[config.mk]
export PLATFORM = sky130hd
export DESIGN_NAME = tmr_timer8
export DESIGN_NICKNAME = d
export VERILOG_FILES = /design/src/tmr_pkg.sv /design/src/tmr_compare_unit.sv /design/src/tmr_timer8.sv
export SDC_FILE = /design/constraint.sdc
export NUM_CORES = 1
export LEC_CHECK = 0
export BUFFER_PORTS_ARGS = -buffer_cell sky130_fd_sc_hd__buf_2
export CAP_MARGIN = 40
export CORE_MARGIN = 2
export CORE_UTILIZATION = 50
export DETAILED_ROUTE_END_ITERATION = 8
export GPL_ROUTABILITY_DRIVEN = 0
export PLACE_DENSITY = 0.78
export RECOVER_POWER = 100
export SLEW_MARGIN = 20
export SYNTH_ARGS = -nofsm -noshare
export SYNTH_HDL_FRONTEND = slang
export SYNTH_SLANG_ARGS = --single-unit
[constraint.sdc]
create_clock -name clock_i -period 2.3 [get_ports clock_i]
set_input_delay 0.345 -clock clock_i [delete_from_list [all_inputs] [get_ports clock_i]]
set_output_delay 0.345 -clock clock_i [all_outputs]
set_load 0.01 [all_outputs]
[src/tmr_pkg.sv]
package tmr_pkg;
   localparam int          CNT_W         = 8;
   localparam logic [7:0]  BOTTOM_VAL    = 8'h00;
   localparam logic [7:0]  MAX_VAL       = 8'hff;
   localparam logic [7:0]  COUNT_RST     = 8'h00;
   localparam logic [7:0]  COMPARE_RST   = 8'h00;
   localparam logic [2:0]  WAVE_NORMAL   = 3'h0;
   localparam logic [2:0]  WAVE_PC_MAX   = 3'h1;
   localparam logic [2:0]  WAVE_CTC      = 3'h2;
   localparam logic [2:0]  WAVE_FAST_MAX = 3'h3;
   localparam logic [2:0]  WAVE_PC_A     = 3'h5;
   localparam logic [2:0]  WAVE_FAST_A   = 3'h7;
   localparam logic [2:0]  SRC_STOP      = 3'h0;
   localparam logic [2:0]  SRC_DIV1      = 3'h1;
   localparam logic [2:0]  SRC_DIV8      = 3'h2;
   localparam logic [2:0]  SRC_DIV64     = 3'h3;
   localparam logic [2:0]  SRC_DIV256    = 3'h4;
   localparam logic [2:0]  SRC_DIV1024   = 3'h5;
   localparam logic [2:0]  SRC_EXT_FALL  = 3'h6;
   localparam logic [2:0]  SRC_EXT_RISE  = 3'h7;
   localparam logic [9:0]  DIV8_MASK     = 10'h007;
   localparam logic [9:0]  DIV64_MASK    = 10'h03f;
   localparam logic [9:0]  DIV256_MASK   = 10'h0ff;
   localparam logic [9:0]  DIV1024_MASK  = 10'h3ff;
   localparam logic [9:0]  PRESCALE_RST  = 10'h000;
   localparam logic [1:0]  ACT_NONE      = 2'h0;
   localparam logic [1:0]  ACT_TOGGLE    = 2'h1;
   localparam logic [1:0]  ACT_CLEAR     = 2'h2;
   localparam logic [1:0]  ACT_SET       = 2'h3;

   typedef struct packed {
      logic       wr;
      logic [7:0] data;
   } tmr_write_type;

   typedef struct packed {
      logic [1:0] output_action;
      logic       force_match_strobe;
      logic       int_enable;
      logic       flag_clear;
   } tmr_chan_ctl_type;
endpackage

[src/tmr_compare_unit.sv]
`timescale 1ns/1ps
module tmr_compare_unit (
   input  wire logic                   clock_i,
   input  wire logic                   rst_n_i,
   input  wire tmr_pkg::tmr_write_type wr_i,
   input  wire logic                   buffered_i,
   input  wire logic                   update_i,
   output logic [7:0]                  active_o,
   output logic [7:0]                  readback_o
);
   logic [7:0] buffer_r;
   logic [7:0] active_r;
   logic [7:0] buffer_nxt;
   logic [7:0] active_nxt;

   // writes land in the buffer in pwm modes, straight in otherwise
   assign buffer_nxt = wr_i.wr ? wr_i.data : buffer_r;
   assign active_nxt = (!buffered_i && wr_i.wr) ? wr_i.data :
                       (buffered_i && update_i) ? buffer_r : active_r;

   always_ff @(posedge clock_i) begin
      if (!rst_n_i) begin
         buffer_r <= tmr_pkg::COMPARE_RST;
         active_r <= tmr_pkg::COMPARE_RST;
      end else begin
         buffer_r <= buffer_nxt;
         active_r <= active_nxt;
      end
   end

   always_ff @(posedge clock_i) begin
      if (!rst_n_i) begin
         readback_o <= tmr_pkg::COMPARE_RST;
      end else begin
         readback_o <= buffered_i ? buffer_nxt : active_nxt;
      end
   end

   assign active_o = active_r;
endmodule // tmr_compare_unit

[src/tmr_timer8.sv]
`timescale 1ns/1ps
module tmr_timer8 (
   input  wire logic                      clock_i,
   input  wire logic                      rst_n_i,
   input  wire logic [2:0]                tick_source_select_i,
   input  wire logic [2:0]                wave_mode_i,
   input  wire logic                      ext_tick_pin_i,
   input  wire tmr_pkg::tmr_write_type    count_wr_i,
   input  wire tmr_pkg::tmr_write_type    compare_a_wr_i,
   input  wire tmr_pkg::tmr_write_type    compare_b_wr_i,
   input  wire tmr_pkg::tmr_chan_ctl_type chan_a_i,
   input  wire tmr_pkg::tmr_chan_ctl_type chan_b_i,
   input  wire logic                      ovf_int_enable_i,
   input  wire logic                      ovf_flag_clear_i,
   input  wire logic                      ovf_int_ack_i,
   input  wire logic                      a_int_ack_i,
   input  wire logic                      b_int_ack_i,
   input  wire logic                      port_out_a_i,
   input  wire logic                      port_out_b_i,
   input  wire logic                      port_dir_a_i,
   input  wire logic                      port_dir_b_i,
   output logic [7:0]                     count_value_o,
   output logic [7:0]                     compare_reg_a_o,
   output logic [7:0]                     compare_reg_b_o,
   output logic                           overflow_flag_o,
   output logic                           match_flag_a_o,
   output logic                           match_flag_b_o,
   output logic                           ovf_irq_o,
   output logic                           a_irq_o,
   output logic                           b_irq_o,
   output logic                           compare_output_a_o,
   output logic                           compare_output_b_o,
   output logic                           pin_a_o,
   output logic                           pin_b_o,
   output logic                           pin_a_oe_n_o,
   output logic                           pin_b_oe_n_o
);
   typedef enum logic [1:0] {
      DIR_UP   = 2'b01,
      DIR_DOWN = 2'b10
   } tmr_dir_type;

   logic [7:0]  count_r;
   logic [7:0]  count_nxt;
   logic [9:0]  prescale_r;
   logic        ext_meta_r;
   logic        ext_sync_r;
   logic        ext_prev_r;
   logic        block_r;
   logic        ovf_r;
   logic        flag_a_r;
   logic        flag_b_r;
   logic        latch_a_r;
   logic        latch_b_r;
   logic        latch_a_nxt;
   logic        latch_b_nxt;
   tmr_dir_type dir_r;
   tmr_dir_type dir_nxt;
   logic [7:0]  cmp_a;
   logic [7:0]  cmp_b;

   function automatic logic apply_action(input logic [1:0] act,
                                         input logic       cur,
                                         input logic       up);
      case (act)
         tmr_pkg::ACT_TOGGLE: apply_action = ~cur;
         tmr_pkg::ACT_CLEAR:  apply_action = ~up;
         tmr_pkg::ACT_SET:    apply_action = up;
         default:             apply_action = cur;
      endcase
   endfunction

   // mode decode
   wire mode_fast  = (wave_mode_i == tmr_pkg::WAVE_FAST_MAX) ||
                     (wave_mode_i == tmr_pkg::WAVE_FAST_A);
   wire mode_pc    = (wave_mode_i == tmr_pkg::WAVE_PC_MAX) ||
                     (wave_mode_i == tmr_pkg::WAVE_PC_A);
   wire mode_pwm   = mode_fast || mode_pc;
   wire mode_ctc   = (wave_mode_i == tmr_pkg::WAVE_CTC);
   wire top_is_a   = (wave_mode_i == tmr_pkg::WAVE_FAST_A) ||
                     (wave_mode_i == tmr_pkg::WAVE_PC_A) || mode_ctc;
   wire [7:0] top_val = top_is_a ? cmp_a : tmr_pkg::MAX_VAL;

   // tick generation; external pin synchronised first
   wire ext_rise = ext_sync_r & ~ext_prev_r;
   wire ext_fall = ~ext_sync_r & ext_prev_r;
   logic timer_tick;
   always_comb begin
      case (tick_source_select_i)
         tmr_pkg::SRC_DIV1:     timer_tick = 1'b1;
         tmr_pkg::SRC_DIV8:
            timer_tick = (prescale_r & tmr_pkg::DIV8_MASK) == 10'h000;
         tmr_pkg::SRC_DIV64:
            timer_tick = (prescale_r & tmr_pkg::DIV64_MASK) == 10'h000;
         tmr_pkg::SRC_DIV256:
            timer_tick = (prescale_r & tmr_pkg::DIV256_MASK) == 10'h000;
         tmr_pkg::SRC_DIV1024:
            timer_tick = (prescale_r & tmr_pkg::DIV1024_MASK) == 10'h000;
         tmr_pkg::SRC_EXT_FALL: timer_tick = ext_fall;
         tmr_pkg::SRC_EXT_RISE: timer_tick = ext_rise;
         default:               timer_tick = 1'b0;
      endcase
   end

   // comparator; blocked for one tick after a count write
   wire match_a = (count_r == cmp_a) && !block_r;
   wire match_b = (count_r == cmp_b) && !block_r;
   wire at_top    = (count_r == top_val);
   wire at_bottom = (count_r == tmr_pkg::BOTTOM_VAL);
   wire going_up  = (dir_r == DIR_UP);

   // counting sequence
   always_comb begin
      count_nxt = count_r;
      dir_nxt   = dir_r;
      if (timer_tick) begin
         if (mode_pc) begin
            if (going_up && at_top) begin
               dir_nxt   = DIR_DOWN;
               count_nxt = count_r - 8'h01;
            end else if (!going_up && at_bottom) begin
               dir_nxt   = DIR_UP;
               count_nxt = count_r + 8'h01;
            end else begin
               count_nxt = going_up ? count_r + 8'h01 : count_r - 8'h01;
            end
         end else if ((mode_ctc || mode_fast) && at_top) begin
            count_nxt = tmr_pkg::BOTTOM_VAL;
            dir_nxt   = DIR_UP;
         end else begin
            // past a low top the count simply wraps
            count_nxt = count_r + 8'h01;
            dir_nxt   = DIR_UP;
         end
      end
      if (count_wr_i.wr) begin
         count_nxt = count_wr_i.data;
      end
   end

   // overflow: at wrap to 0x00 in normal/ctc, top in fast, bottom in pc
   wire ovf_event = timer_tick && !count_wr_i.wr &&
                    (mode_pc ? (!going_up && at_bottom) :
                     mode_fast ? at_top :
                     (count_r == tmr_pkg::MAX_VAL));
   // in ctc a match on a doubles as the clear, flag still sets
   wire set_a = timer_tick && match_a;
   wire set_b = timer_tick && match_b;

   // double buffer update: fast pwm at top, phase correct at top
   wire cmp_update = timer_tick &&
                     (mode_fast ? at_top : (going_up && at_top));

   // output latch; action applied at match, or at force strobe outside pwm modes
   wire force_a = chan_a_i.force_match_strobe && !mode_pwm;
   wire force_b = chan_b_i.force_match_strobe && !mode_pwm;
   // pwm "up" means match drives inactive level; set pattern flips on
   // the down slope or at the bottom restart
   wire pc_lvl = mode_pc ? !going_up : 1'b0;
   wire restart = timer_tick && mode_fast && at_top;
   wire nonpwm_set = 1'b1;

   // channel b has no toggle in pwm modes
   wire [1:0] act_b = (mode_pwm && chan_b_i.output_action ==
                       tmr_pkg::ACT_TOGGLE) ? tmr_pkg::ACT_NONE :
                      chan_b_i.output_action;
   wire a_tog_ok = !mode_pwm || wave_mode_i[2];
   wire [1:0] act_a = (chan_a_i.output_action == tmr_pkg::ACT_TOGGLE &&
                       !a_tog_ok) ? tmr_pkg::ACT_NONE :
                      chan_a_i.output_action;

   function automatic logic pwm_pol(input logic [1:0] act,
                                    input logic       lvl);
      pwm_pol = (act == tmr_pkg::ACT_SET) ? ~lvl : lvl;
   endfunction

   always_comb begin
      latch_a_nxt = latch_a_r;
      if (mode_pwm && act_a[1]) begin
         if (set_a) begin
            latch_a_nxt = pwm_pol(act_a, pc_lvl);
         end else if (restart) begin
            latch_a_nxt = pwm_pol(act_a, 1'b1);
         end
      end else if (set_a || force_a) begin
         latch_a_nxt = apply_action(act_a, latch_a_r, nonpwm_set);
      end
   end

   always_comb begin
      latch_b_nxt = latch_b_r;
      if (mode_pwm && act_b[1]) begin
         if (set_b) begin
            latch_b_nxt = pwm_pol(act_b, pc_lvl);
         end else if (restart) begin
            latch_b_nxt = pwm_pol(act_b, 1'b1);
         end
      end else if (set_b || force_b) begin
         latch_b_nxt = apply_action(act_b, latch_b_r, nonpwm_set);
      end
   end

   always_ff @(posedge clock_i) begin
      if (!rst_n_i) begin
         count_r    <= tmr_pkg::COUNT_RST;
         dir_r      <= DIR_UP;
         prescale_r <= tmr_pkg::PRESCALE_RST;
         ext_meta_r <= 1'b0;
         ext_sync_r <= 1'b0;
         ext_prev_r <= 1'b0;
         block_r    <= 1'b0;
         latch_a_r  <= 1'b0;
         latch_b_r  <= 1'b0;
      end else begin
         count_r    <= count_nxt;
         dir_r      <= dir_nxt;
         prescale_r <= prescale_r + 10'h001;
         ext_meta_r <= ext_tick_pin_i;
         ext_sync_r <= ext_meta_r;
         ext_prev_r <= ext_sync_r;
         // block holds from the write until the next tick passes
         block_r    <= count_wr_i.wr ? 1'b1 : (timer_tick ? 1'b0 : block_r);
         latch_a_r  <= latch_a_nxt;
         latch_b_r  <= latch_b_nxt;
      end
   end

   // flags: set wins over clear
   wire clr_a   = chan_a_i.flag_clear || a_int_ack_i;
   wire clr_b   = chan_b_i.flag_clear || b_int_ack_i;
   wire clr_ovf = ovf_flag_clear_i || ovf_int_ack_i;

   always_ff @(posedge clock_i) begin
      if (!rst_n_i) begin
         ovf_r    <= 1'b0;
         flag_a_r <= 1'b0;
         flag_b_r <= 1'b0;
      end else begin
         ovf_r    <= ovf_event | (ovf_r & ~clr_ovf);
         flag_a_r <= set_a | (flag_a_r & ~clr_a);
         flag_b_r <= set_b | (flag_b_r & ~clr_b);
      end
   end

   tmr_compare_unit u_cmp_a (
      .clock_i    (clock_i),
      .rst_n_i    (rst_n_i),
      .wr_i       (compare_a_wr_i),
      .buffered_i (mode_pwm),
      .update_i   (cmp_update),
      .active_o   (cmp_a),
      .readback_o (compare_reg_a_o)
   );

   tmr_compare_unit u_cmp_b (
      .clock_i    (clock_i),
      .rst_n_i    (rst_n_i),
      .wr_i       (compare_b_wr_i),
      .buffered_i (mode_pwm),
      .update_i   (cmp_update),
      .active_o   (cmp_b),
      .readback_o (compare_reg_b_o)
   );

   assign count_value_o      = count_r;
   assign overflow_flag_o    = ovf_r;
   assign match_flag_a_o     = flag_a_r;
   assign match_flag_b_o     = flag_b_r;
   assign ovf_irq_o          = ovf_r & ovf_int_enable_i;
   assign a_irq_o            = flag_a_r & chan_a_i.int_enable;
   assign b_irq_o            = flag_b_r & chan_b_i.int_enable;
   assign compare_output_a_o = latch_a_r;
   assign compare_output_b_o = latch_b_r;
   // override of the port by the latch, direction stays with port
   assign pin_a_o      = (|chan_a_i.output_action) ? latch_a_r : port_out_a_i;
   assign pin_b_o      = (|chan_b_i.output_action) ? latch_b_r : port_out_b_i;
   assign pin_a_oe_n_o = ~port_dir_a_i;
   assign pin_b_oe_n_o = ~port_dir_b_i;
endmodule // tmr_timer8

# Word-level counts from Yosys, hierarchy flattened
# Cells that the tools add are included.
[classes]
addsub = 3
n_bitwise = 21
eq_ne = 28
n_reduce_logical = 53
mux = 44
[op_table]
columns = ["cell", "n"]
rows = [
  ["2-to-1 mux 8 bit", 16],
  ["zero test 10 bit", 4],
  ["== test 8 bit", 3],
  ["logical AND 1 bit", 21],
  ["2-to-1 mux 1 bit", 20],
  ["== test 3 bit, second input constant", 6],
  ["== test 3 x 2 -> 1 bit, second input constant", 4],
  ["logical OR 1 bit", 12],
  ["adder 10 x 1 -> 10 bit, second input constant", 1],
  ["== test 2 x 1 -> 1 bit, second input constant", 5],
  ["2-to-1 mux 2 bit", 5],
  ["inverter 1 bit", 10],
  ["adder 8 x 1 -> 8 bit, second input constant", 1],
  ["AND 1 bit", 8],
  ["== test 2 bit, second input constant", 4],
  ["== test 8 bit, second input constant", 1],
  ["zero test 8 bit", 1],
  ["nonzero test 4 bit", 2],
  ["subtractor 8 x 1 -> 8 bit, second input constant", 1],
  ["case mux 1 bit (7 select lines)", 1],
  ["== test 3 x 1 -> 1 bit, second input constant", 2],
  ["!= test 3 bit, second input constant", 2],
  ["case mux 1 bit (3 select lines)", 2],
  ["AND reduction 3 bit", 2],
  ["other kinds (6)", 15],
]
[totals]
wordCells = 167
reg_bits = 77
output_inout_bits = 36

# Logic depth before layout (Yosys ltp)
# Gate-level depths: netlist (run 1).
[logic_depth]
word_depth = 13
ltp_mapped = 12

# Modules after synthesis
# From an unflattened synthesis (run 1), not the netlist that was laid out.
[unflattened]
cells_unflattened = 535
area_unflattened_um2 = 4644.5
[by_module_without_submodules]
columns = ["module", "n_inst", "cells_each", "seq_area_each_um2", "area_per_inst_um2"]
rows = [
  ["tmr_timer8", 1, 321, 580.6, 2352.3],
  ["tmr_compare_unit", 2, 107, 480.5, 1146.1],
]

# Worst setup path after synthesis (run 1)
# No wires, ideal clock.
[synth_timing]
path_type = "flip-flop to flip-flop"
start = "register count_r[1], in the netlist count_value_o[1]"
end = "register u_cmp_b.active_r[3], in the netlist u_cmp_b.active_o[3]"
synth_period_minus_slack_ns = 2.521
stages_incl_launch_ff = 12
arrival_time_ns = 2.405
path_slack_ns = -0.221
path_buffers = 3
path_cell_list = "dfxtp_1 -> buf_4 -> inv_2 -> a221o_1 -> a211oi_2 -> o21ai_2 -> or4_1 -> buf_4 -> buf_6 -> mux2i_1 -> nand2_1 -> o211a_1"
[synth_between]
elab_chain_cells = 7
[synth_lines]
columns = ["item", "line_no", "rtl"]
rows = [
  ["start, declared", "tmr_timer8.sv:43", "logic [7:0] count_r;"],
  ["start signal, assigned", "tmr_timer8.sv:205", "count_r <= tmr_pkg::COUNT_RST;"],
  ["start signal, assigned", "tmr_timer8.sv:215", "count_r <= count_nxt;"],
  ["== test 8 bit *", "tmr_timer8.sv:108", "wire at_top = (count_r == top_val);"],
  ["logical AND 1 bit", "tmr_timer8.sv:152", "(mode_fast ? at_top : (going_up && at_top));"],
  ["2-to-1 mux 1 bit *", "tmr_timer8.sv:152", ""],
  ["logical AND 1 bit *", "tmr_timer8.sv:151", "wire cmp_update = timer_tick &&"],
  ["logical AND 1 bit *", "tmr_compare_unit.sv:19", "(buffered_i && update_i) ? buffer_r : active_r;"],
  ["2-to-1 mux 8 bit *", "tmr_compare_unit.sv:19", ""],
  ["2-to-1 mux 8 bit *", "tmr_compare_unit.sv:18", "assign active_nxt = (!buffered_i && wr_i.wr) ? wr_i.data :"],
  ["end signal, assigned", "tmr_compare_unit.sv:24", "active_r <= tmr_pkg::COMPARE_RST;"],
  ["end signal, assigned", "tmr_compare_unit.sv:27", "active_r <= active_nxt;"],
  ["end, declared", "tmr_compare_unit.sv:12", "logic [7:0] active_r;"],
]
# Every way passes the cells marked *; elsewhere a longest branch is shown, timed or not.
# A chain may end at the register's enable or synchronous reset.

# Worst setup path in the final report (run 1)
[layout_timing]
start = "register count_r[4], in the netlist count_value_o[4]"
end = "register u_cmp_b.active_r[4], in the netlist u_cmp_b.active_o[4]"
# Same word-level chain as after synthesis.

==> summary.txt, run 1 <==
Clock tree
  • Hold_buf cts: 0
  • Clock Path Buffers: 2
  • Skew-Pair Late Insertion Delay: 0.36 ns
  • CTS clk-pin slew, worst paths: 0.08 ns
  • CTS buffer count: 9
  • Root Buffer: clkbuf_8
  • H-tree levels: 3
  • CTS tree: done
  • Clock sinks: 77

Logic synthesis
  • Synth cell count leaders: dfxtp_1, nand2_1, o21ai_0
  • Post-synth EDFFs: 0
  • Synth area leader: dfxtp_1
  • Yosys warning count: 0
  • Count leader, synth: dfxtp_1
  • Post-synthesis sequential area ratio: 35.0%
  • Area share of the largest cell type after synthesis: 35.0%
  • FF+latch count, synth: 77
  • Syn_nets: 586
  • Fraction of registers with async set/reset: 0%
  • Avg Cell Area, Syn: 8.35 sq um
  • Synth Flop Type: dfxtp_1
  • Gate Count Post-Synth: 527
  • Top cells by area, synth: dfxtp_1, mux2i_1, and2_1, nand2_1, o211a_1
  • Post-Syn Area: 4400 sq um
  • Synth unique cells: 59

Cells and area
  • Final layout net count: 702
  • Post-layout util: 64.5%
  • Area growth syn-to-layout: 26.5%
  • Antenna Cells: 0
  • Layout cell share with drive strength beyond 1: 30.1%

Worst setup path
  • CP arrival: 2.61 ns
  • CP Cell Sequence: inv_2 > a221o_1 > a211oi_2 > o21ai_2 > or4_4 > buf_12 > mux2i_2 > nand2_1 > o211a_1
  • Worst setup path class: flip-flop to flip-flop
  • Largest delay share family, worst path: compound AO/OA/AOI/OAI gates
  • Startpoint types: flip-flop
  • Crit end category: flip-flop
  • Crit path buf inv count: 2
  • CP max FO: 16
  • Critical-path top delay cell: or4_4
  • CP required: 2.55 ns
  • Crit-path max cell delay: 0.50 ns

Timing
  • Worst hold slack: 0.200 ns
  • Worst slew pin tran: 0.494 ns
  • Final Critical Period: 2.37 ns
  • Post-route setup slack: -0.0668 ns
  • F_max: 423 MHz
  • Final Skew: 0.0121 ns
  • # setup viols final: 2
  • Final period util: 103%
  • Slew Limit Fails: 0
  • RSZ-0062 raised after global routing: yes
  • Fin. Hold Viols: 0
  • Relative slew slack: 67.0%

Floorplan
  • DIE WIDTH: 97.8 um
  • Initial core utilization: 51.0%
  • Cell row count: 34
  • Core ar.: 8640 sq um
  • DIE AREA: 9570 sq um
  • Io pins: 91
  • Die H: 97.8 um

Routing
  • Number of iterations in the first detailed-routing pass: 5
  • DRT Wirelength: 11.6 mm
  • Post-route antenna net violation count: 0
  • DR vias/cell: 5.75
  • Via count: 4346
  • Residual DRC: 0
  • Routed len/inst: 15.4 um
  • Drt initial violations: 316

Power
  • Switching share of power: 29.3%
  • Internal power: 2.37 mW
  • Overall Power: 3.35 mW
  • VDD IR max: 0.396 mV
  • Sw power: 0.982 mW
  • Clock power share: 34.6%
  • Sequential share of power: 44.1%
  • Power density over cell area: 602 nW/um^2
  • Logic gate share of total power: 21.4%
  • Leakage: 2.65 nW

Run
  • Total of max-cap violations: 0

Worst hold path
  • Worst min path class: primary input to flip-flop

Global route
  • First-pass GRT wire length: 19.1 mm
  • GRT Residual Overflow: 0
  • GRT Overall Usage: 24.3%
  • Initial antenna violation count: 0
  • Vias in the first global route: 4225
  • Largest net degree at the start of global routing: 50

Outcome
  • Outcome: finished, violations left
  • Violated checks: negative setup slack

Place
  • Detailed placement HPWL: 8.36 mm
  • PortBufs: 90
final timing paths:
kind | cells past startpoint | to | slack [ns] | startpoint
worst min register to register | 1 | ext_sync_r$_SDFF_PN0_ | 0.44 | ext_meta_r$_SDFF_PN0_
worst max register to register | 9 | u_cmp_b.active_o[4]$_SDFF_PN0_ | -0.07 | count_value_o[4]$_SDFFE_PN0P_
worst min-delay path | 2 | ext_meta_r$_SDFF_PN0_ | 0.20 | ext_tick_pin_i
worst max-delay path | 9 | u_cmp_b.active_o[4]$_SDFF_PN0_ | -0.07 | count_value_o[4]$_SDFFE_PN0P_
kinds of logic after synthesis:
logic type / count (synthesis) / share of synthesized area, %
AO/OA/AOI/OAI: 135 / 22.1
buffers and inverters: 51 / 5.09
flip-flops: 77 / 35.0
XOR/XNOR: 18 / 3.58
adder cells (fa/ha/maj): 4 / 1.14
multiplexers: 38 / 8.72
AND/OR/NAND/NOR: 204 / 24.4
state kept, by name, summed over array words and instances (netlist names), 2 cells and up:
name / cells
u_cmp_a.buffer_r: 8
u_cmp_b.readback_o: 8
prescale_r: 10
u_cmp_b.buffer_r: 8
u_cmp_b.active_o: 8
count_value_o: 8
u_cmp_a.active_o: 8
u_cmp_a.readback_o: 8
dir_r: 2
power by group through the flow:
stage	clock network [mW]	logic (mW)	registers (mW)
final	1.16	0.716	1.48
after global routing	1.24	0.788	1.49
after CTS	1.18	0.692	1.48
after detailed placement	0	0.676	1.51
after global placement	0	0.654	1.50
after floorplan	0	0.423	1.51
cell usage in the layout (no fill, tap or decap), types with 5 or more instances in the layout:
cell	count
buf_4	46
clkbuf_8	9
dfxtp_1	68
and2_1	35
inv_1	14
xnor2_1	16
nand2_1	52
nand2b_1	27
and3_1	6
a21boi_0	18
nor2_1	24
nor2b_1	12
o211ai_1	11
o21ai_0	36
nor3_1	12
o211a_1	19
buf_2	90
dfxtp_2	8
o2111ai_1	5
nand3_1	11
mux2i_1	33
a21oi_1	10
worst reg2reg max path, stage by stage (launching register included):
cell	delay, ns
dfxtp_2	0.37
inv_2	0.06
a221o_1	0.35
a211oi_2	0.24
o21ai_2	0.11
or4_4	0.50
buf_12	0.18
mux2i_2	0.23
nand2_1	0.08
o211a_1	0.14
layout make-up:
class,count,area (sq um)
fill,747,3060
multi-input combinational,399,2760
sequential,77,1560
timing repair buffer,138,827
tap,108,135
clock buffer,10,128
clock inverter,6,95.1
inverter,18,67.6
what timing repair did:
action	4_1_cts	5_1_grt
cloned	0	0
setup buffers	1	3
pin swaps	6	14
endpoints found under the setup margin	20	26
resized for setup	16	15
layer usage:
layer	up-vias	wire length, um	GRT usage, %
met5	-	0	0
met4	0	431	13.0
met3	45	703	3.51
met2	186	5590	41.1
met1	2022	4920	29.8
li1	2093	-	-
stage by stage:
| step | TNS, ns | cells | setup WS [ns] | cell area, sq um |
|---|---|---|---|---|
| floorplan | -0.921 | 527 | -0.0930 | 4480 |
| global placement | -1.38 | 736 | -0.0903 | 5210 |
| detailed placement | -3.53 | 736 | -0.228 | 5210 |
| CTS | -0.0314 | 753 | -0.0309 | 5490 |
| global route | -1.44 | 756 | -0.137 | 5570 |
| finish | -0.0737 | 756 | -0.0668 | 5570 |
Power figures use the tool's default switching activity.
==> run 2, diff against run 1 <==
REMOVE_ABC_BUFFERS = 1   (was not set)
SETUP_SLACK_MARGIN = 0.15   (was not set)
==> run 2 against run 1 <==
  * Combinational power grew 27%
  * The run still ends with negative setup slack left
  * Worst hold slack gained 0.0075 ns
  * Critical endpoint is now count_value_o[7]$_SDFFE_PN0P_
  * Wire length grew 22%
  * Utilization up 5.6 points
==> summary.txt, run 2 (synthesis results as in run 1) <==
Outcome
  • Outcome: finished, violations left
  • Violated checks: negative setup slack

Global route
  • M1 GR Usage: 31.0% (+1.2 points)
  • M2 GR Usage: 44.4% (+3.2 points)
  • GRT Overall Usage: 25.4% (+1.1 points)
  • First-pass GRT wire length: 20.3 mm (+6.2%)
  • Initial antenna violation count: 0 (unchanged)
  • Largest net degree at the start of global routing: 51 (+2.0%)
  • M3 GR Usage: 3.72% (+0.21 points)
  • Vias in the first global route: 4356 (+3.1%)
  • Busiest grt layer: met2
  • GRT Residual Overflow: 0 (unchanged)

Routing
  • Drt initial violations: 499 (+58%)
  • Routed len/inst: 17.9 um (+16%)
  • DRT Wirelength: 14.2 mm (+22%)
  • Post-route antenna net violation count: 0 (unchanged)
  • Residual DRC: 0 (unchanged)
  • DR vias/cell: 6.03 (+4.8%)
  • Number of iterations in the first detailed-routing pass: 8 (+3)
  • Via count: 4760 (+9.5%)

Worst setup path
  • CP Cell Sequence: inv_2 > buf_6 > ha_4 > nor3b_4 > nand4_1 > buf_4 > and2_4 > a21boi_4 > mux2i_2 > mux2i_1 > o211ai_1
  • Crit end category: flip-flop
  • Startpoint types: flip-flop
  • CP max FO: 4 (-12)
  • Crit-path max cell delay: 0.34 ns (-0.16 ns)
  • Worst setup path class: flip-flop to flip-flop
  • Critical-path top delay cell: dfxtp_2
  • CP arrival: 2.74 ns (+0.13 ns)
  • CP required: 2.52 ns (-0.03 ns)

Cells and area
  • Largest register FFs: 10 (unchanged)
  • Final layout net count: 736 (+4.8%)
  • Antenna Cells: 0 (unchanged)
  • Post-route design area: 6050 sq um (+8.6%)
  • Top reg by flops: prescale_r
  • Layout cell share with drive strength beyond 1: 31.8% (+1.7 points)
  • Most common cell after layout, fill and taps aside: dfxtp_1
  • Commonest cells after routing, fill and taps aside: dfxtp_1, buf_4, buf_2
  • Fillers: 635 (-15%)
  • Area growth syn-to-layout: 37.5%

Clock tree
  • Clock Path Buffers: 2 (unchanged)
  • H-tree levels: 3 (unchanged)
  • Clock sinks: 77 (unchanged)
  • Root Buffer: clkbuf_8
  • CTS clk-pin slew, worst paths: 0.08 ns (about the same)
  • CTS buffer count: 9 (unchanged)
  • Hold_buf cts: 0 (unchanged)
  • CTS tree: done
  • Skew-Pair Late Insertion Delay: 0.35 ns (about the same)

Floorplan
  • DIE WIDTH: 97.8 um (unchanged)
  • Io pins: 91 (unchanged)
  • Core ar.: 8640 sq um (unchanged)
  • Initial core utilization: 51.0% (unchanged)
  • DIE AREA: 9570 sq um (unchanged)
  • Die H: 97.8 um (unchanged)
  • Cell row count: 34 (unchanged)

Timing
  • Post-route setup slack: -0.220 ns (-0.154 ns)
  • Fin. Hold Viols: 0 (unchanged)
  • Final period util: 110% (+6.7 points)
  • Slew Limit Fails: 0 (unchanged)
  • RSZ-0062 raised after global routing: yes
  • Final Skew: 0.0109 ns (-0.00114 ns)
  • # setup viols final: 25 (+23)
  • Relative slew slack: 53.1% (-14 points)
  • Final Critical Period: 2.52 ns (+0.154 ns)
  • F_max: 397 MHz (-6.1%)
  • Worst slew pin tran: 0.703 ns (+0.209 ns)

Power
  • Logic gate share of total power: 25.6% (+4.2 points)
  • Internal power: 2.50 mW (+5.5%)
  • Power density over cell area: 587 nW/um^2 (-2.5%)
  • Sw power: 1.05 mW (+7.1%)
  • VDD IR max: 0.355 mV (-10%)
  • Overall Power: 3.55 mW (+6.0%)
  • Sequential share of power: 41.9% (-2.2 points)
  • Switching share of power: 29.6% (+0.32 points)
  • Clock power share: 32.5% (-2.1 points)
  • Leakage: 2.77 nW (+4.5%)

Run
  • Total of max-cap violations: 0 (unchanged)

Worst hold path
  • Worst min path class: primary input to flip-flop

Place
  • Placed cell areas: 5290 sq um (+1.4%)
  • PortBufs: 90 (unchanged)
  • Detailed placement HPWL: 8.60 mm (+2.8%)
run 2: cell count changes in the layout (fill, tap and decap cells not counted), moves of 8 or more:
cell	before	now
buf_6	1	11
and2_0	0	9
clkbuf_1	1	35
buf_4	46	61
and2_1	35	25
o21ai_0	36	28
buf_2	90	60
run 2: what timing repair did:
action | in CTS | in global routing
pin swaps | 14 | 33
setup buffers | 3 | 17
setup endpoints to repair | 27 | 28
gates resized for setup | 39 | 64
endpoints found under the hold margin | 0 | 0
gates cloned | 1 | 2
run 2: stage by stage:
stage	TNS, ns	cells	util, %	setup slack [ns]	hold WS [ns]
after floorplan	-6.69	494	-	-0.403	0.412
after global placement	-3.48	751	61.2	-0.199	0.419
after detailed placement	-4.95	751	61.2	-0.273	0.433
after CTS	-0.618	771	65.7	-0.0650	0.194
after global routing	-4.03	790	70.1	-0.342	0.197
final	-1.74	790	70.1	-0.220	0.207
run 2: final timing paths:
check                                                    from                            end  slack, ns  cells past startpoint
worst max-delay path            count_value_o[1]$_SDFFE_PN0P_  count_value_o[7]$_SDFFE_PN0P_      -0.22                     11
worst min-delay path                           ext_tick_pin_i          ext_meta_r$_SDFF_PN0_       0.21                      2
worst max register to register  count_value_o[1]$_SDFFE_PN0P_  count_value_o[7]$_SDFFE_PN0P_      -0.22                     11
worst min register to register          ext_meta_r$_SDFF_PN0_          ext_sync_r$_SDFF_PN0_       0.45                      1
run 2: power by group through the flow:
stage	combinational (mW)	clock, mW	sequential, mW
floorplan	0.333	0	1.53
global placement	0.668	0	1.50
detailed placement	0.694	0	1.50
CTS	0.732	1.18	1.48
global route	0.969	1.22	1.49
finish	0.910	1.15	1.49
run 2: cell type report:
cell class,count,area (sq um),share of cell area (%)
multi-input cells,399,2910,48.1
flip-flops and latches,77,1570,25.9
repair buffers,172,1140,18.9
clock buffers,11,141,2.34
well taps,108,135,2.23
clock inverters,5,83.8,1.38
inverters,18,70.1,1.16
run 2: routing by layer:
layer	routed length, um	vias up
met1	5520	2234
met2	6960	282
met5	0	-
met4	518	0
li1	-	2171
met3	1160	73
run 2: critical path: cells and delay by family, from the launching register on:
kind	cells	cell delay, ns
adder cells (fa/ha/maj)	1	0.16
flip-flops	1	0.34
multiplexers	2	0.52
buffers and inverters	3	0.43
AO/OA/AOI/OAI	2	0.25
AND/OR/NAND/NOR	3	0.68
==> run 3, diff against run 2 <==
PLACE_DENSITY = 0.77   (was 0.78)
SYNTH_HIERARCHICAL = 1   (was not set)
==> run 3 against run 2 <==
  * The run still ends with negative setup slack left
  * Clock skew rose by 0.0017 ns
  * Via count rose by 0.13%
  * First-iteration DRC count fell by 27%
  * Clock-buffer cell count fell by 2
  * Synthesized cell count rose by 1.5%
  * Worst hold slack got worse by 0.0083 ns
  * Critical path type unchanged
  * Largest power group unchanged
==> summary.txt, run 3 <==
Cells and area
  • Final layout net count: 746 (+1.4%)
  • Post-route design area: 6110 sq um (+0.87%)
  • Post-layout util: 67.0% (-3.1 points)
  • Largest register FFs: 10 (unchanged)
  • Layout cell share with drive strength beyond 1: 33.7% (+1.9 points)
  • Commonest cells after routing, fill and taps aside: buf_2, mux2i_1, dfxtp_1, buf_4, a21oi_1
  • Most common cell after layout, fill and taps aside: buf_2
  • Area growth syn-to-layout: 31.5%
  • Top reg by flops: prescale_r

Clock tree
  • CTS buffer count: 9 (unchanged)
  • H-tree levels: 3 (unchanged)
  • Clock sinks: 77 (unchanged)
  • Clock Path Buffers: 2 (unchanged)
  • CTS tree: done
  • Skew-Pair Late Insertion Delay: 0.36 ns (about the same)
  • Hold_buf cts: 0 (unchanged)
  • CTS clk-pin slew, worst paths: 0.09 ns (about the same)
  • Root Buffer: clkbuf_8

Global route
  • Vias in the first global route: 4521 (+3.8%)
  • Largest net degree at the start of global routing: 52 (+2.0%)
  • GRT Residual Overflow: 0 (unchanged)
  • First-pass GRT wire length: 20.9 mm (+3.2%)
  • GRT Overall Usage: 25.7% (+0.33 points)
  • Initial antenna violation count: 0 (unchanged)

Timing
  • Fin. Hold Viols: 0 (unchanged)
  • Final period util: 118% (+8.7 points)
  • Final Critical Period: 2.72 ns (+0.200 ns)
  • F_max: 368 MHz (-7.4%)
  • Slew Limit Fails: 0 (unchanged)
  • # setup viols final: 25 (unchanged)
  • Worst slew pin tran: 0.679 ns (-0.0242 ns)
  • Post-route setup slack: -0.421 ns (-0.200 ns)
  • RSZ-0062 raised after global routing: yes
  • Final Skew: 0.0126 ns (+0.00173 ns)
  • Relative slew slack: 54.7% (+1.6 points)

Floorplan
  • Die H: 100 um (+2.6%)
  • DIE AREA: 10100 sq um (+5.3%)
  • Cell row count: 35 (+2.9%)
  • Core ar.: 9110 sq um (+5.5%)
  • Io pins: 91 (unchanged)
  • Initial core utilization: 51.0% (about the same)
  • DIE WIDTH: 100 um (+2.6%)

Worst setup path
  • RR Startpoint: count_value_o[5]$_SDFFE_PN0P_
  • Startpoint types: flip-flop
  • Worst setup path class: flip-flop to flip-flop
  • CP required: 2.56 ns (+0.04 ns)
  • Crit-path max cell delay: 0.43 ns (+0.09 ns)
  • Worst reg2reg setup slack: -0.42 ns (-0.20 ns)
  • CP max FO: 12 (+8)
  • R2R depth: 10 (-1)
  • CP arrival: 2.98 ns (+0.24 ns)
  • CP dominant cell by count: mux2i_1
  • CP Cell Sequence: buf_8 > and4_4 > nor3_4 > a2111o_1 > or3_4 > a21oi_4 > buf_12 > mux2i_1 > mux2i_1 > and2_1
  • Worst flop-to-flop path endpoint: u_cmp_a/active_o[0]$_SDFF_PN0_
  • Critical-path top delay cell: or3_4
  • Crit end category: flip-flop

Worst hold path
  • Worst hold stages: 2 (unchanged)
  • Worst min path class: primary input to flip-flop
  • Worst Hold Path EP: ext_meta_r$_SDFF_PN0_
  • HP Start: ext_tick_pin_i

Run
  • Total of max-cap violations: 0 (unchanged)

Routing
  • DR vias/cell: 5.94 (-1.5%)
  • Post-route antenna net violation count: 0 (unchanged)
  • Residual DRC: 0 (unchanged)
  • Routed len/inst: 17.0 um (-5.0%)
  • DRT Wirelength: 13.7 mm (-3.4%)
  • Drt initial violations: 363 (-27%)
  • Via count: 4766 (+0.13%)
  • Number of iterations in the first detailed-routing pass: 8 (unchanged)

Logic synthesis
  • FF+latch count, synth: 77 (unchanged)
  • Count leader, synth: dfxtp_1
  • Top cells by area, synth: dfxtp_1, mux2i_1, a21oi_1, and2_1, o21ai_0
  • Synth cell count leaders: dfxtp_1, mux2i_1, a21oi_1
  • Fraction of registers with async set/reset: 0% (unchanged)
  • Post-Syn Area: 4640 sq um (+5.5%)
  • Synth Flop Type: dfxtp_1
  • Avg Cell Area, Syn: 8.68 sq um (+3.9%)
  • Yosys warning count: 6 (+6)
  • Synth area leader: dfxtp_1
  • Gate Count Post-Synth: 535 (+1.5%)
  • Post-synthesis sequential area ratio: 33.2% (-1.8 points)
  • Post-synth EDFFs: 0 (unchanged)
  • Synth unique cells: 65 (+10%)
  • Area share of the largest cell type after synthesis: 33.2% (-1.8 points)

Power
  • Sequential share of power: 42.4% (+0.5 points)
  • Sw power: 1.12 mW (+6.9%)
  • Overall Power: 3.47 mW (-2.2%)
  • VDD IR max: 0.314 mV (-12%)
  • Internal power: 2.35 mW (-6.0%)
  • Leakage: 2.78 nW (+0.59%)
  • Logic gate share of total power: 25.8% (+0.2 points)
  • Clock power share: 31.8% (-0.7 points)
  • Power density over cell area: 569 nW/um^2 (-3.1%)
  • Switching share of power: 32.4% (+2.7 points)

Outcome
  • Outcome: finished, violations left
  • Violated checks: negative setup slack

Place
  • PortBufs: 90 (unchanged)
  • Detailed placement HPWL: 8.97 mm (+4.4%)
  • Placed cell areas: 5540 sq um (+4.9%)
-- run 3: cell types whose count changed after synthesis, sizes merged, moves of 6 or more --
cell	previous run	this run
a21boi	20	2
a21oi	11	37
and2	36	28
clkbuf	20	14
mux2i	35	75
nand2	52	25
nand2b	27	6
nor2	25	32
nor2b	13	21
o211a	19	3
o21ai	40	30
xnor2	16	5
xor2	2	14
-- run 3: repair_timing --
item,4_1_cts,5_1_grt
gates resized for setup,34,28
pin swaps,7,17
endpoints found under the setup margin,29,30
gates cloned,0,2
setup buffers,3,6
-- run 3: worst max-delay path by stage --
stage / startpoint / endpoint / slack, ns
6_report: count_value_o[5]$_SDFFE_PN0P_ / u_cmp_a/active_o[0]$_SDFF_PN0_ / -0.42
5_1_grt: count_value_o[4]$_SDFFE_PN0P_ / u_cmp_a/active_o[0]$_SDFF_PN0_ / -0.49
4_1_cts: u_cmp_a/active_o[1]$_SDFF_PN0_ / u_cmp_a/active_o[2]$_SDFF_PN0_ / -0.30
3_5_place_dp: wave_mode_i[2] / u_cmp_a/active_o[2]$_SDFF_PN0_ / -0.41
3_3_place_gp: wave_mode_i[2] / u_cmp_b/active_o[3]$_SDFF_PN0_ / -0.33
2_1_floorplan: prescale_r[4]$_SDFF_PN0_ / u_cmp_a/active_o[0]$_SDFF_PN0_ / -1.53
-- run 3: cell families (layout without fill, tap and decap cells) --
group           Yosys count  after routing  share of synthesized area [%]
simple gates            179            179                           21.0
compound gates          124            124                           17.3
mux                      77             77                           16.6
flops                    77             77                           33.2
buf+inv                  53            209                           6.73
xor+xnor                 19             19                           3.58
fa+ha+maj                 6              6                           1.56
other cells               0              1                              0
-- run 3: metrics by stage --
stage          setup TNS, ns  hold WS [ns]  setup WS [ns]  std cells
2_1_floorplan         -27.74         0.412          -1.53        506
3_3_place_gp           -6.57         0.422         -0.333        775
3_5_place_dp           -8.04         0.423         -0.408        775
4_1_cts                -4.90         0.190         -0.304        794
5_1_grt                -8.34         0.213         -0.492        802
6_report               -7.37         0.199         -0.421        803
-- run 3: power by group through the flow --
stage                     clock (mW)  combinational (mW)  sequential, mW
after detailed placement           0               0.763            1.50
after global routing            1.17               0.966            1.48
after floorplan                    0               0.370            1.52
after CTS                       1.10               0.814            1.47
final                           1.10               0.898            1.47
after global placement             0               0.738            1.49
-- run 3: layer usage --
metal	routed length (um)	GRT usage (%)	up-vias
li1	-	-	2231
met1	5400	30.4	2212
met2	6610	45.4	261
met3	1120	4.87	62
met4	535	11.2	0
met5	0	0	-
-- run 3: final cells by class --
| class | count | area (sq um) |
|---|---|---|
| fill | 733 | 3000 |
| clock buffer | 9 | 124 |
| sequential | 77 | 1550 |
| timing repair buffer | 169 | 1120 |
| antenna | 1 | 2.50 |
| multi-input combinational | 405 | 3000 |
| tap | 111 | 139 |
| clock inverter | 7 | 80.1 |
| inverter | 24 | 91.3 |
-- run 3: worst max-delay path, delay by kind of cell (launching register included) --
family / cells / cell delay, ns
AO/OA/AOI/OAI: 2 / 0.62
buffers and inverters: 2 / 0.34
flip-flops: 1 / 0.39
multiplexers: 2 / 0.34
AND/OR/NAND/NOR: 4 / 0.92
